<file path="src/core/gii_pkg.sv">
// gii_pkg: constants of the instrument-side bus interface
// assumes one 250 MHz clock; bus levels arrive as asserted-true bits
package gii_pkg;
    // ==========================================================
    // timing
    localparam int CLK_MHZ = 250;
    localparam int SETTLE_NS = 100;
    localparam int SETTLE_CYC = (SETTLE_NS * CLK_MHZ + 999) / 1000;
    // ==========================================================
    // command bytes, seven bits
    localparam logic [6:0] CMD_GTL = 7'h01;
    localparam logic [6:0] CMD_SDC = 7'h04;
    localparam logic [6:0] CMD_GET = 7'h08;
    localparam logic [6:0] CMD_LLO = 7'h11;
    localparam logic [6:0] CMD_DCL = 7'h14;
    localparam logic [6:0] CMD_SPE = 7'h18;
    localparam logic [6:0] CMD_SPD = 7'h19;
    localparam logic [6:0] CMD_UNL = 7'h3f;
    localparam logic [6:0] CMD_UNT = 7'h5f;
    localparam logic [6:0] LAG_BASE = 7'h20;
    localparam logic [6:0] TAG_BASE = 7'h40;
    localparam logic [1:0] TAG_GRP = 2'h2;
    // ==========================================================
    // status byte and buffer
    localparam int RQS_BIT = 6;
    localparam int TX_WIDTH = 9;
    localparam int TX_DEPTH = 8;
endpackage

</file>
<file path="src/core/gii_top.sv">
// gii_top: instrument-side bus addressing, commands and handshakes
// assumes bus lines as asserted-true bits, synchronous to clk_sys_in;
// an output pair out/oe drives the wire low only while oe is high
`timescale 1ns/1ps
module gii_top #(
    parameter int TX_DEPTH = gii_pkg::TX_DEPTH
) (
    input wire logic clk_sys_in,
    input wire logic rst_in,
    input wire logic [4:0] addr_in,
    input wire logic talk_only_in,
    input wire logic atn_in,
    input wire logic ifc_in,
    input wire logic ren_in,
    input wire logic [7:0] dio_in,
    output logic [7:0] dio_out,
    output logic dio_oe_out,
    input wire logic eoi_in,
    output logic eoi_out,
    output logic eoi_oe_out,
    input wire logic dav_in,
    output logic dav_out,
    output logic dav_oe_out,
    input wire logic nrfd_in,
    output logic nrfd_out,
    output logic nrfd_oe_out,
    input wire logic ndac_in,
    output logic ndac_out,
    output logic ndac_oe_out,
    output logic srq_out,
    output logic srq_oe_out,
    output logic [7:0] rx_data_out,
    output logic rx_end_out,
    output logic rx_valid_out,
    input wire logic rx_ready_in,
    input wire logic [7:0] tx_data_in,
    input wire logic tx_end_in,
    input wire logic tx_valid_in,
    output logic tx_ready_out,
    input wire logic [7:0] status_in,
    input wire logic rsv_in,
    output logic listen_out,
    output logic talk_out,
    output logic spoll_out,
    output logic remote_out,
    output logic lockout_out,
    output logic dev_clear_out,
    output logic trigger_out
);
    // ==========================================================
    // acceptor state
    typedef enum logic [1:0] {
        AH_IDLE = 2'b00,
        AH_READY = 2'b01,
        AH_ACCEPT = 2'b10
    } gii_ah_t;
    gii_ah_t ah_reg;
    gii_ah_t ah_next;

    logic lad_reg;
    logic tad_reg;
    logic spoll_reg;
    logic polled_reg;
    logic [6:0] cmd;
    logic [6:0] mla;
    logic [6:0] mta;
    logic engaged;
    logic cmd_stb;
    logic data_stb;
    logic talk_act;
    logic [7:0] sb;
    logic [7:0] src_data;
    logic src_last;
    logic src_valid;
    logic src_take;
    logic src_eoi;
    logic [8:0] fifo_data;
    logic fifo_valid;
    logic sb_sent;

    // ==========================================================
    // own addresses
    function automatic logic [6:0] own(input logic [6:0] base,
                                       input logic [4:0] a);
        own = base | {2'b00, a};
    endfunction

    assign mla = own(gii_pkg::LAG_BASE, addr_in);
    assign mta = own(gii_pkg::TAG_BASE, addr_in);
    // the eighth data line is not part of any command
    assign cmd = dio_in[6:0];

    // ==========================================================
    // acceptor handshake
    // commands are taken unless ifc is asserted; data only while listen addressed
    assign engaged = !ifc_in && (atn_in || lad_reg);
    assign cmd_stb = ah_reg == AH_READY && dav_in && atn_in;
    assign data_stb = ah_reg == AH_READY && dav_in && !atn_in
                      && lad_reg;

    always_comb begin
        ah_next = ah_reg;
        case (ah_reg)
            AH_IDLE: begin
                // a full receive slot holds nrfd asserted for data bytes; commands still pass
                if (engaged && !dav_in && (atn_in || !rx_valid_out)) begin
                    ah_next = AH_READY;
                end
            end
            AH_READY: begin
                if (!engaged) begin
                    ah_next = AH_IDLE;
                end else if (dav_in) begin
                    ah_next = AH_ACCEPT;
                end
            end
            AH_ACCEPT: begin
                if (!dav_in || !engaged) begin
                    ah_next = AH_IDLE;
                end
            end
            default: begin
                ah_next = AH_IDLE;
            end
        endcase
    end

    always_ff @(posedge clk_sys_in) begin
        if (rst_in) begin
            ah_reg <= AH_IDLE;
            nrfd_out <= 1'b0;
            ndac_out <= 1'b0;
        end else begin
            ah_reg <= ah_next;
            nrfd_out <= engaged && ah_next != AH_READY;
            ndac_out <= engaged && ah_next != AH_ACCEPT;
        end
    end
    assign nrfd_oe_out = nrfd_out;
    assign ndac_oe_out = ndac_out;

    // ==========================================================
    // received data
    always_ff @(posedge clk_sys_in) begin
        if (rst_in || dev_clear_out) begin
            rx_valid_out <= 1'b0;
            rx_data_out <= 8'h00;
            rx_end_out <= 1'b0;
        end else if (data_stb) begin
            rx_valid_out <= 1'b1;
            rx_data_out <= dio_in;
            rx_end_out <= eoi_in;
        end else if (rx_ready_in) begin
            rx_valid_out <= 1'b0;
        end
    end

    // ==========================================================
    // addressing; secondary, parallel poll and take control bytes
    // fall through every compare and are ignored
    always_ff @(posedge clk_sys_in) begin
        if (rst_in || ifc_in) begin
            lad_reg <= 1'b0;
        end else if (cmd_stb) begin
            if (cmd == mla) begin
                lad_reg <= 1'b1;
            end else if (cmd == gii_pkg::CMD_UNL || cmd == mta) begin
                lad_reg <= 1'b0;
            end
        end
    end

    always_ff @(posedge clk_sys_in) begin
        if (rst_in || ifc_in) begin
            tad_reg <= 1'b0;
        end else if (cmd_stb) begin
            if (cmd == mta) begin
                tad_reg <= 1'b1;
            end else if (cmd == mla) begin
                tad_reg <= 1'b0;
            end else if (cmd[6:5] == gii_pkg::TAG_GRP) begin
                // untalk or another talker's address
                tad_reg <= 1'b0;
            end
        end
    end

    always_ff @(posedge clk_sys_in) begin
        if (rst_in || ifc_in) begin
            spoll_reg <= 1'b0;
        end else if (cmd_stb && cmd == gii_pkg::CMD_SPE) begin
            spoll_reg <= 1'b1;
        end else if (cmd_stb && cmd == gii_pkg::CMD_SPD) begin
            spoll_reg <= 1'b0;
        end
    end

    // ==========================================================
    // remote and local
    always_ff @(posedge clk_sys_in) begin
        if (rst_in || !ren_in) begin
            remote_out <= 1'b0;
            lockout_out <= 1'b0;
        end else if (cmd_stb) begin
            if (cmd == mla) begin
                remote_out <= 1'b1;
            end else if (cmd == gii_pkg::CMD_GTL && lad_reg) begin
                remote_out <= 1'b0;
            end
            if (cmd == gii_pkg::CMD_LLO) begin
                lockout_out <= 1'b1;
            end
        end
    end

    // ==========================================================
    // clear and trigger pulses
    // a controller that skips the listen address gets no trigger or selective clear
    always_ff @(posedge clk_sys_in) begin
        if (rst_in) begin
            dev_clear_out <= 1'b0;
            trigger_out <= 1'b0;
        end else begin
            dev_clear_out <= cmd_stb && (cmd == gii_pkg::CMD_DCL
                || (cmd == gii_pkg::CMD_SDC && lad_reg));
            trigger_out <= cmd_stb && cmd == gii_pkg::CMD_GET
                && lad_reg;
        end
    end

    // ==========================================================
    // service request and serial poll
    assign sb = {status_in[7], srq_out, status_in[5:0]};
    assign sb_sent = src_take && spoll_reg && src_data[gii_pkg::RQS_BIT];

    always_ff @(posedge clk_sys_in) begin
        if (rst_in || dev_clear_out || !rsv_in) begin
            polled_reg <= 1'b0;
            srq_out <= 1'b0;
        end else begin
            // request drops once the poll has reported it
            polled_reg <= polled_reg || sb_sent;
            srq_out <= !(polled_reg || sb_sent);
        end
    end
    assign srq_oe_out = srq_out;

    // ==========================================================
    // talker path; controller lines are inputs only
    assign talk_act = (tad_reg || talk_only_in) && !atn_in
                      && !ifc_in;
    assign src_data = spoll_reg ? sb : fifo_data[7:0];
    assign src_last = !spoll_reg && fifo_data[8];
    assign src_valid = spoll_reg || fifo_valid;

    gii_fifo #(
        .WIDTH(gii_pkg::TX_WIDTH),
        .DEPTH(TX_DEPTH)
    ) u_tx_fifo (
        .clk_sys_in(clk_sys_in),
        .rst_in(rst_in),
        .flush_in(dev_clear_out),
        .in_data_in({tx_end_in, tx_data_in}),
        .in_valid_in(tx_valid_in),
        .in_ready_out(tx_ready_out),
        .out_data_out(fifo_data),
        .out_valid_out(fifo_valid),
        .out_ready_in(src_take && !spoll_reg)
    );

    gii_src_hs #(
        .SETTLE(gii_pkg::SETTLE_CYC)
    ) u_src (
        .clk_sys_in(clk_sys_in),
        .rst_in(rst_in),
        .enable_in(talk_act),
        .data_in(src_data),
        .last_in(src_last),
        .valid_in(src_valid),
        .take_out(src_take),
        .nrfd_in(nrfd_in),
        .ndac_in(ndac_in),
        .dav_out(dav_out),
        .dio_out(dio_out),
        .eoi_out(src_eoi),
        .drive_out(dio_oe_out)
    );
    assign dav_oe_out = dav_out;
    assign eoi_out = src_eoi;
    assign eoi_oe_out = src_eoi;
    assign listen_out = lad_reg;
    assign talk_out = tad_reg;
    assign spoll_out = spoll_reg;
endmodule // gii_top

</file>
<file path="src/core/gii_fifo.sv">
// gii_fifo: flip-flop fifo with valid/ready on both sides
// assumes depth of at least two; flush empties it in one cycle
`timescale 1ns/1ps
module gii_fifo #(
    parameter int WIDTH = 9,
    parameter int DEPTH = 8
) (
    input wire logic clk_sys_in,
    input wire logic rst_in,
    input wire logic flush_in,
    input wire logic [WIDTH-1:0] in_data_in,
    input wire logic in_valid_in,
    output logic in_ready_out,
    output logic [WIDTH-1:0] out_data_out,
    output logic out_valid_out,
    input wire logic out_ready_in
);
    localparam int AW = $clog2(DEPTH);
    localparam int CW = $clog2(DEPTH + 1);
    logic [WIDTH-1:0] mem_reg [DEPTH];
    logic [AW-1:0] wr_reg;
    logic [AW-1:0] rd_reg;
    logic [CW-1:0] cnt_reg;
    logic [CW-1:0] cnt_next;
    logic push;
    logic pop;

    function automatic logic [AW-1:0] bump(input logic [AW-1:0] p);
        bump = (p == AW'(DEPTH - 1)) ? '0 : p + 1'b1;
    endfunction

    assign push = in_valid_in && in_ready_out;
    assign pop = out_valid_out && out_ready_in;
    assign out_data_out = mem_reg[rd_reg];
    always_comb cnt_next = cnt_reg + CW'(push) - CW'(pop);

    always_ff @(posedge clk_sys_in) begin
        if (push) begin
            mem_reg[wr_reg] <= in_data_in;
        end
    end

    // flags are registered so full and empty never glitch
    always_ff @(posedge clk_sys_in) begin
        if (rst_in || flush_in) begin
            wr_reg <= '0;
            rd_reg <= '0;
            cnt_reg <= '0;
            in_ready_out <= 1'b1;
            out_valid_out <= 1'b0;
        end else begin
            if (push) begin
                wr_reg <= bump(wr_reg);
            end
            if (pop) begin
                rd_reg <= bump(rd_reg);
            end
            cnt_reg <= cnt_next;
            in_ready_out <= cnt_next != CW'(DEPTH);
            out_valid_out <= cnt_next != '0;
        end
    end
endmodule // gii_fifo

</file>
<file path="src/core/gii_src_hs.sv">
// gii_src_hs: source side of the three-wire byte handshake
// assumes enable drops at once when atn is asserted
`timescale 1ns/1ps
module gii_src_hs #(
    parameter int SETTLE = gii_pkg::SETTLE_CYC
) (
    input wire logic clk_sys_in,
    input wire logic rst_in,
    input wire logic enable_in,
    input wire logic [7:0] data_in,
    input wire logic last_in,
    input wire logic valid_in,
    output logic take_out,
    input wire logic nrfd_in,
    input wire logic ndac_in,
    output logic dav_out,
    output logic [7:0] dio_out,
    output logic eoi_out,
    output logic drive_out
);
    typedef enum logic [1:0] {
        SH_IDLE = 2'b00,
        SH_SETTLE = 2'b01,
        SH_VALID = 2'b10
    } gii_sh_t;
    gii_sh_t sh_reg;
    logic [7:0] cnt_reg;

    always_ff @(posedge clk_sys_in) begin
        if (rst_in || !enable_in) begin
            sh_reg <= SH_IDLE;
            cnt_reg <= 8'h00;
            dav_out <= 1'b0;
            drive_out <= 1'b0;
            eoi_out <= 1'b0;
            take_out <= 1'b0;
            dio_out <= 8'h00;
        end else begin
            take_out <= 1'b0;
            case (sh_reg)
                SH_IDLE: begin
                    drive_out <= 1'b1;
                    eoi_out <= 1'b0;
                    // the head pops one edge after take; wait it out so
                    // a fast acceptor never gets the same byte twice
                    if (valid_in && !nrfd_in && !take_out) begin
                        dio_out <= data_in;
                        eoi_out <= last_in;
                        cnt_reg <= 8'(SETTLE);
                        sh_reg <= SH_SETTLE;
                    end
                end
                // data settles on the wires before dav is shown
                SH_SETTLE: begin
                    if (cnt_reg <= 8'h01) begin
                        dav_out <= 1'b1;
                        sh_reg <= SH_VALID;
                    end else begin
                        cnt_reg <= cnt_reg - 8'h01;
                    end
                end
                SH_VALID: begin
                    if (!ndac_in) begin
                        dav_out <= 1'b0;
                        take_out <= 1'b1;
                        sh_reg <= SH_IDLE;
                    end
                end
                default: begin
                    sh_reg <= SH_IDLE;
                end
            endcase
        end
    end
endmodule // gii_src_hs

</file>
<file path="config.mk">
export PLATFORM = sky130hd
export DESIGN_NAME = gii_top
export DESIGN_NICKNAME = d
export VERILOG_FILES = /design/src/core/gii_pkg.sv /design/src/core/gii_top.sv /design/src/core/gii_fifo.sv /design/src/core/gii_src_hs.sv
export SDC_FILE = /design/constraint.sdc
export NUM_CORES = 1
export LEC_CHECK = 0
export BUFFER_PORTS_ARGS = -buffer_cell sky130_fd_sc_hd__buf_2
export CORE_MARGIN = 1.5
export CORE_UTILIZATION = 60
export DETAILED_ROUTE_END_ITERATION = 8
export PLACE_DENSITY = 0.83
export SYNTH_ARGS = -nofsm -noshare
export SYNTH_HDL_FRONTEND = slang
export SYNTH_HIERARCHICAL = 1
export SYNTH_SLANG_ARGS = --single-unit
</file>
<file path="constraint.sdc">
create_clock -name clk_sys_in -period 7.2 [get_ports clk_sys_in]
set_clock_uncertainty 0.2 [all_clocks]
set_input_delay 1.44 -clock clk_sys_in [delete_from_list [all_inputs] [get_ports clk_sys_in]]
set_output_delay 1.44 -clock clk_sys_in [all_outputs]
set_load 0.02 [all_outputs]
</file>
==> impl_metrics.py <==
metrics = {
    "status": {
        "status": "complete, no violations",
    },
    "critical_path": {
        "crit_path_max_incr_delay_ps": 660,
        "critPathArrivalTime_ps": 1440,
        "cp_slowest_cell": "dfxtp_1",
        "worstSetupPathType": "flip-flop to output port",
        "path_cells": "buf_2",
        "cp_top_family": "flip-flops",
        "critPathRequiredTime_ps": 5560,
        "timing.critical_path.buf_inv": 1,
        "cp_max_fo": 14,
        "start_kind": "flip-flop",
        "critPathCaptureType": "output port",
    },
    "synth": {
        "syn_area_per_cell_sq_um": 13.0,
        "postSynth.asyncResetShare_pct": 0,
        "yosys_warnings": 6,
        "ys_types": 57,
        "synth_area_sq_um": 5570,
        "syn_inst": 427,
        "ys_ff_latch": 132,
        "ys.flop_type": "edfxtp_1",
        "syn_nets": 480,
        "synth_edf_count": 72,
        "synth-seq-area-share_pct": 60.4,
    },
    "clock_tree": {
        "postCtsHoldBufs": 0,
        "insertion_delay_ps": 510,
        "cts_buffer_depth": 2,
        "clkTransAtPathRegs_ps": 60,
        "cts_setup_buffers": 0,
        "cts_tree": "done",
        "cts_buffers": 17,
        "cts_root_buf": "clkbuf_8",
        "htree_levels": 4,
        "cts_resized": 0,
        "clkSinkCount": 132,
    },
    "final_layout": {
        "final_core_util_pct": 74.4,
        "areaGrowthSynthToFinish_pct": 18.2,
        "fillers": 560,
        "stdcell_area_sq_um": 6590,
        "diodes": 0,
        "num-nets-final": 560,
        "final_common_cell": "buf_2",
        "layout_common_cells": "buf_2, edfxtp_1, dfxtp_1",
        "finalNonFillerCells": 628,
        "largest_reg_flops": 72,
        "drive_above_1_share_pct": 28.5,
    },
    "routing": {
        "vias": 3684,
        "drc": 0,
        "drt_iter0_markers": 256,
        "drt-pass1-iter-count": 5,
        "viasPerCell": 5.87,
        "wl_mm": 11.3,
        "routedWlPerCell_um": 18.0,
        "ant_nets": 0,
    },
    "power_and_ir_drop": {
        "pwr-share-seq_pct": 45.7,
        "p_leak_nw": 2.57,
        "power_switching_mw": 0.457,
        "power.density_nw_per_um2": 282,
        "pwr-share-comb_pct": 8.6,
        "sw_frac_of_total_pct": 24.6,
        "internal_power_mw": 1.40,
        "p_clk_share_pct": 45.7,
        "peakVddDrop_v": 0.000250,
    },
    "timing": {
        "period_share_pct": 42.7,
        "fin_crit_ps": 3080,
        "hold_viol": 0,
        "whs_ps": 256,
        "rsz0062_at_grt": "false",
        "finalMaxSlewViolations": 0,
        "setup_viol": 0,
        "max_slew_margin_pct": 29.3,
        "fmax_mhz": 325,
        "tightest_slew_ps": 1060,
        "tns_ps": 0,
    },
    "floorplanning": {
        "rows": 34,
        "die_h_um": 99.4,
        "start_util_pct": 63.0,
        "core_sq_um": 8850,
        "dieArea_sq_um": 9870,
        "io_pins": 80,
        "die_x_um": 99.4,
    },
    "global_route": {
        "grt_use_met1_pct": 30.0,
        "grt_first_pass_wirelength_mm": 18.0,
        "grt-busiest-layer": "met2",
        "grt_max_degree": 20,
        "antenna_found_initial": 0,
        "grt_util_all_layers_pct": 24.3,
        "globalRouteOverflowTotal": 0,
        "met3_usage_pct": 6.47,
        "first_global_vias": 3703,
        "grt_use_met2_pct": 41.4,
    },
    "worst_hold_path": {
        "hold_path_class": "flip-flop to flip-flop",
    },
    "placement": {
        "hpwl_mm": 7.26,
        "placed_area_sq_um": 6000,
        "port-buffer-count": 78,
        "gp_congestion": 0.818,
        "dp_cells": 596,
    },
    "run": {
        "cap_violations": 0,
    },
}
## through the flow
stage	setup slack [ps]	total power, mW
after floorplan	3980	0.967
after global routing	3970	1.93
after global placement	3670	1.01
after CTS	4090	1.87
after detailed placement	3630	1.02
final	4120	1.86
## synthesized netlist by cell type (2+ instances only)
master / number / area share [%]
mux2i_1: 9 / 1.6
nor2b_1: 6 / 0.67
edfxtp_1: 72 / 39
and2_1: 2 / 0.22
a31oi_1: 4 / 0.45
nand2b_1: 8 / 0.90
ha_1: 9 / 2.0
o21ai_0: 7 / 0.63
mux4_1: 18 / 8.5
buf_4: 5 / 0.67
nand3_1: 12 / 1.1
inv_1: 12 / 0.81
buf_6: 2 / 0.40
xnor2_1: 3 / 0.47
nor4_1: 2 / 0.22
and3_1: 3 / 0.34
clkbuf_1: 8 / 0.54
nand4_1: 3 / 0.34
nand3b_1: 2 / 0.27
nand2_1: 33 / 2.2
o2111ai_1: 2 / 0.31
xor2_1: 6 / 0.94
nor3_1: 12 / 1.1
nor2_1: 40 / 2.7
or2_2: 5 / 0.56
a21oi_1: 32 / 2.9
or3_2: 2 / 0.27
buf_2: 3 / 0.27
mux2_2: 17 / 3.4
dfxtp_1: 60 / 22
or4_1: 2 / 0.27
## logic make-up after synthesis
kind of cell	synth area share (%)
DFF	60.4
xor gates and xnor gates	1.41
AOI/OAI and AO/OA	5.95
adders and majority gates	2.38
buffers and inverters	3.12
muxes	13.5
and+or+nand+nor	13.2
## power by group through the flow
stage                     combinational, mW  sequential (mW)  clock [mW]
after floorplan                       0.105            0.862           0
after detailed placement              0.158            0.864           0
after CTS                             0.160            0.849       0.861
after global routing                  0.179            0.853       0.896
after global placement                0.152            0.862           0
final                                 0.161            0.849       0.849
## layer usage
metal | up-vias | wire [um]
met5 | - | 0
met4 | 0 | 176
met3 | 18 | 569
met2 | 130 | 5800
met1 | 1787 | 4730
li1 | 1749 | -
## final timing paths
check,end,depth (start not counted),slack (ps),from
max,spoll_out,1,4120,spoll_out
min reg2reg,u_src/dio_out[2],2,260,u_src/dio_out[2]
min,u_src/dio_out[2],2,260,u_src/dio_out[2]
max reg2reg,u_tx_fifo/in_ready_out,10,4470,spoll_out
## area by class of cell
class / instances / area [sq um] / area share [%]
inverters: 12 / 45.0 / 0.684
well taps: 108 / 135 / 2.05
clock buffers: 18 / 418 / 6.34
flip-flops and latches: 132 / 3360 / 51.1
multi-input cells: 263 / 2040 / 31.0
clock inverters: 14 / 168 / 2.55
repair buffers: 81 / 413 / 6.27
## worst reg2reg max path: cells and delay by family, from the launching register on
| kind | cells | cell delay, ps |
|---|---|---|
| buffers and inverters | 1 | 50 |
| flip-flops | 1 | 660 |
| adder cells (fa/ha/maj) | 2 | 650 |
| AND/OR/NAND/NOR | 6 | 830 |
| AO/OA/AOI/OAI | 1 | 220 |
(Power assumes the default switching activity.)
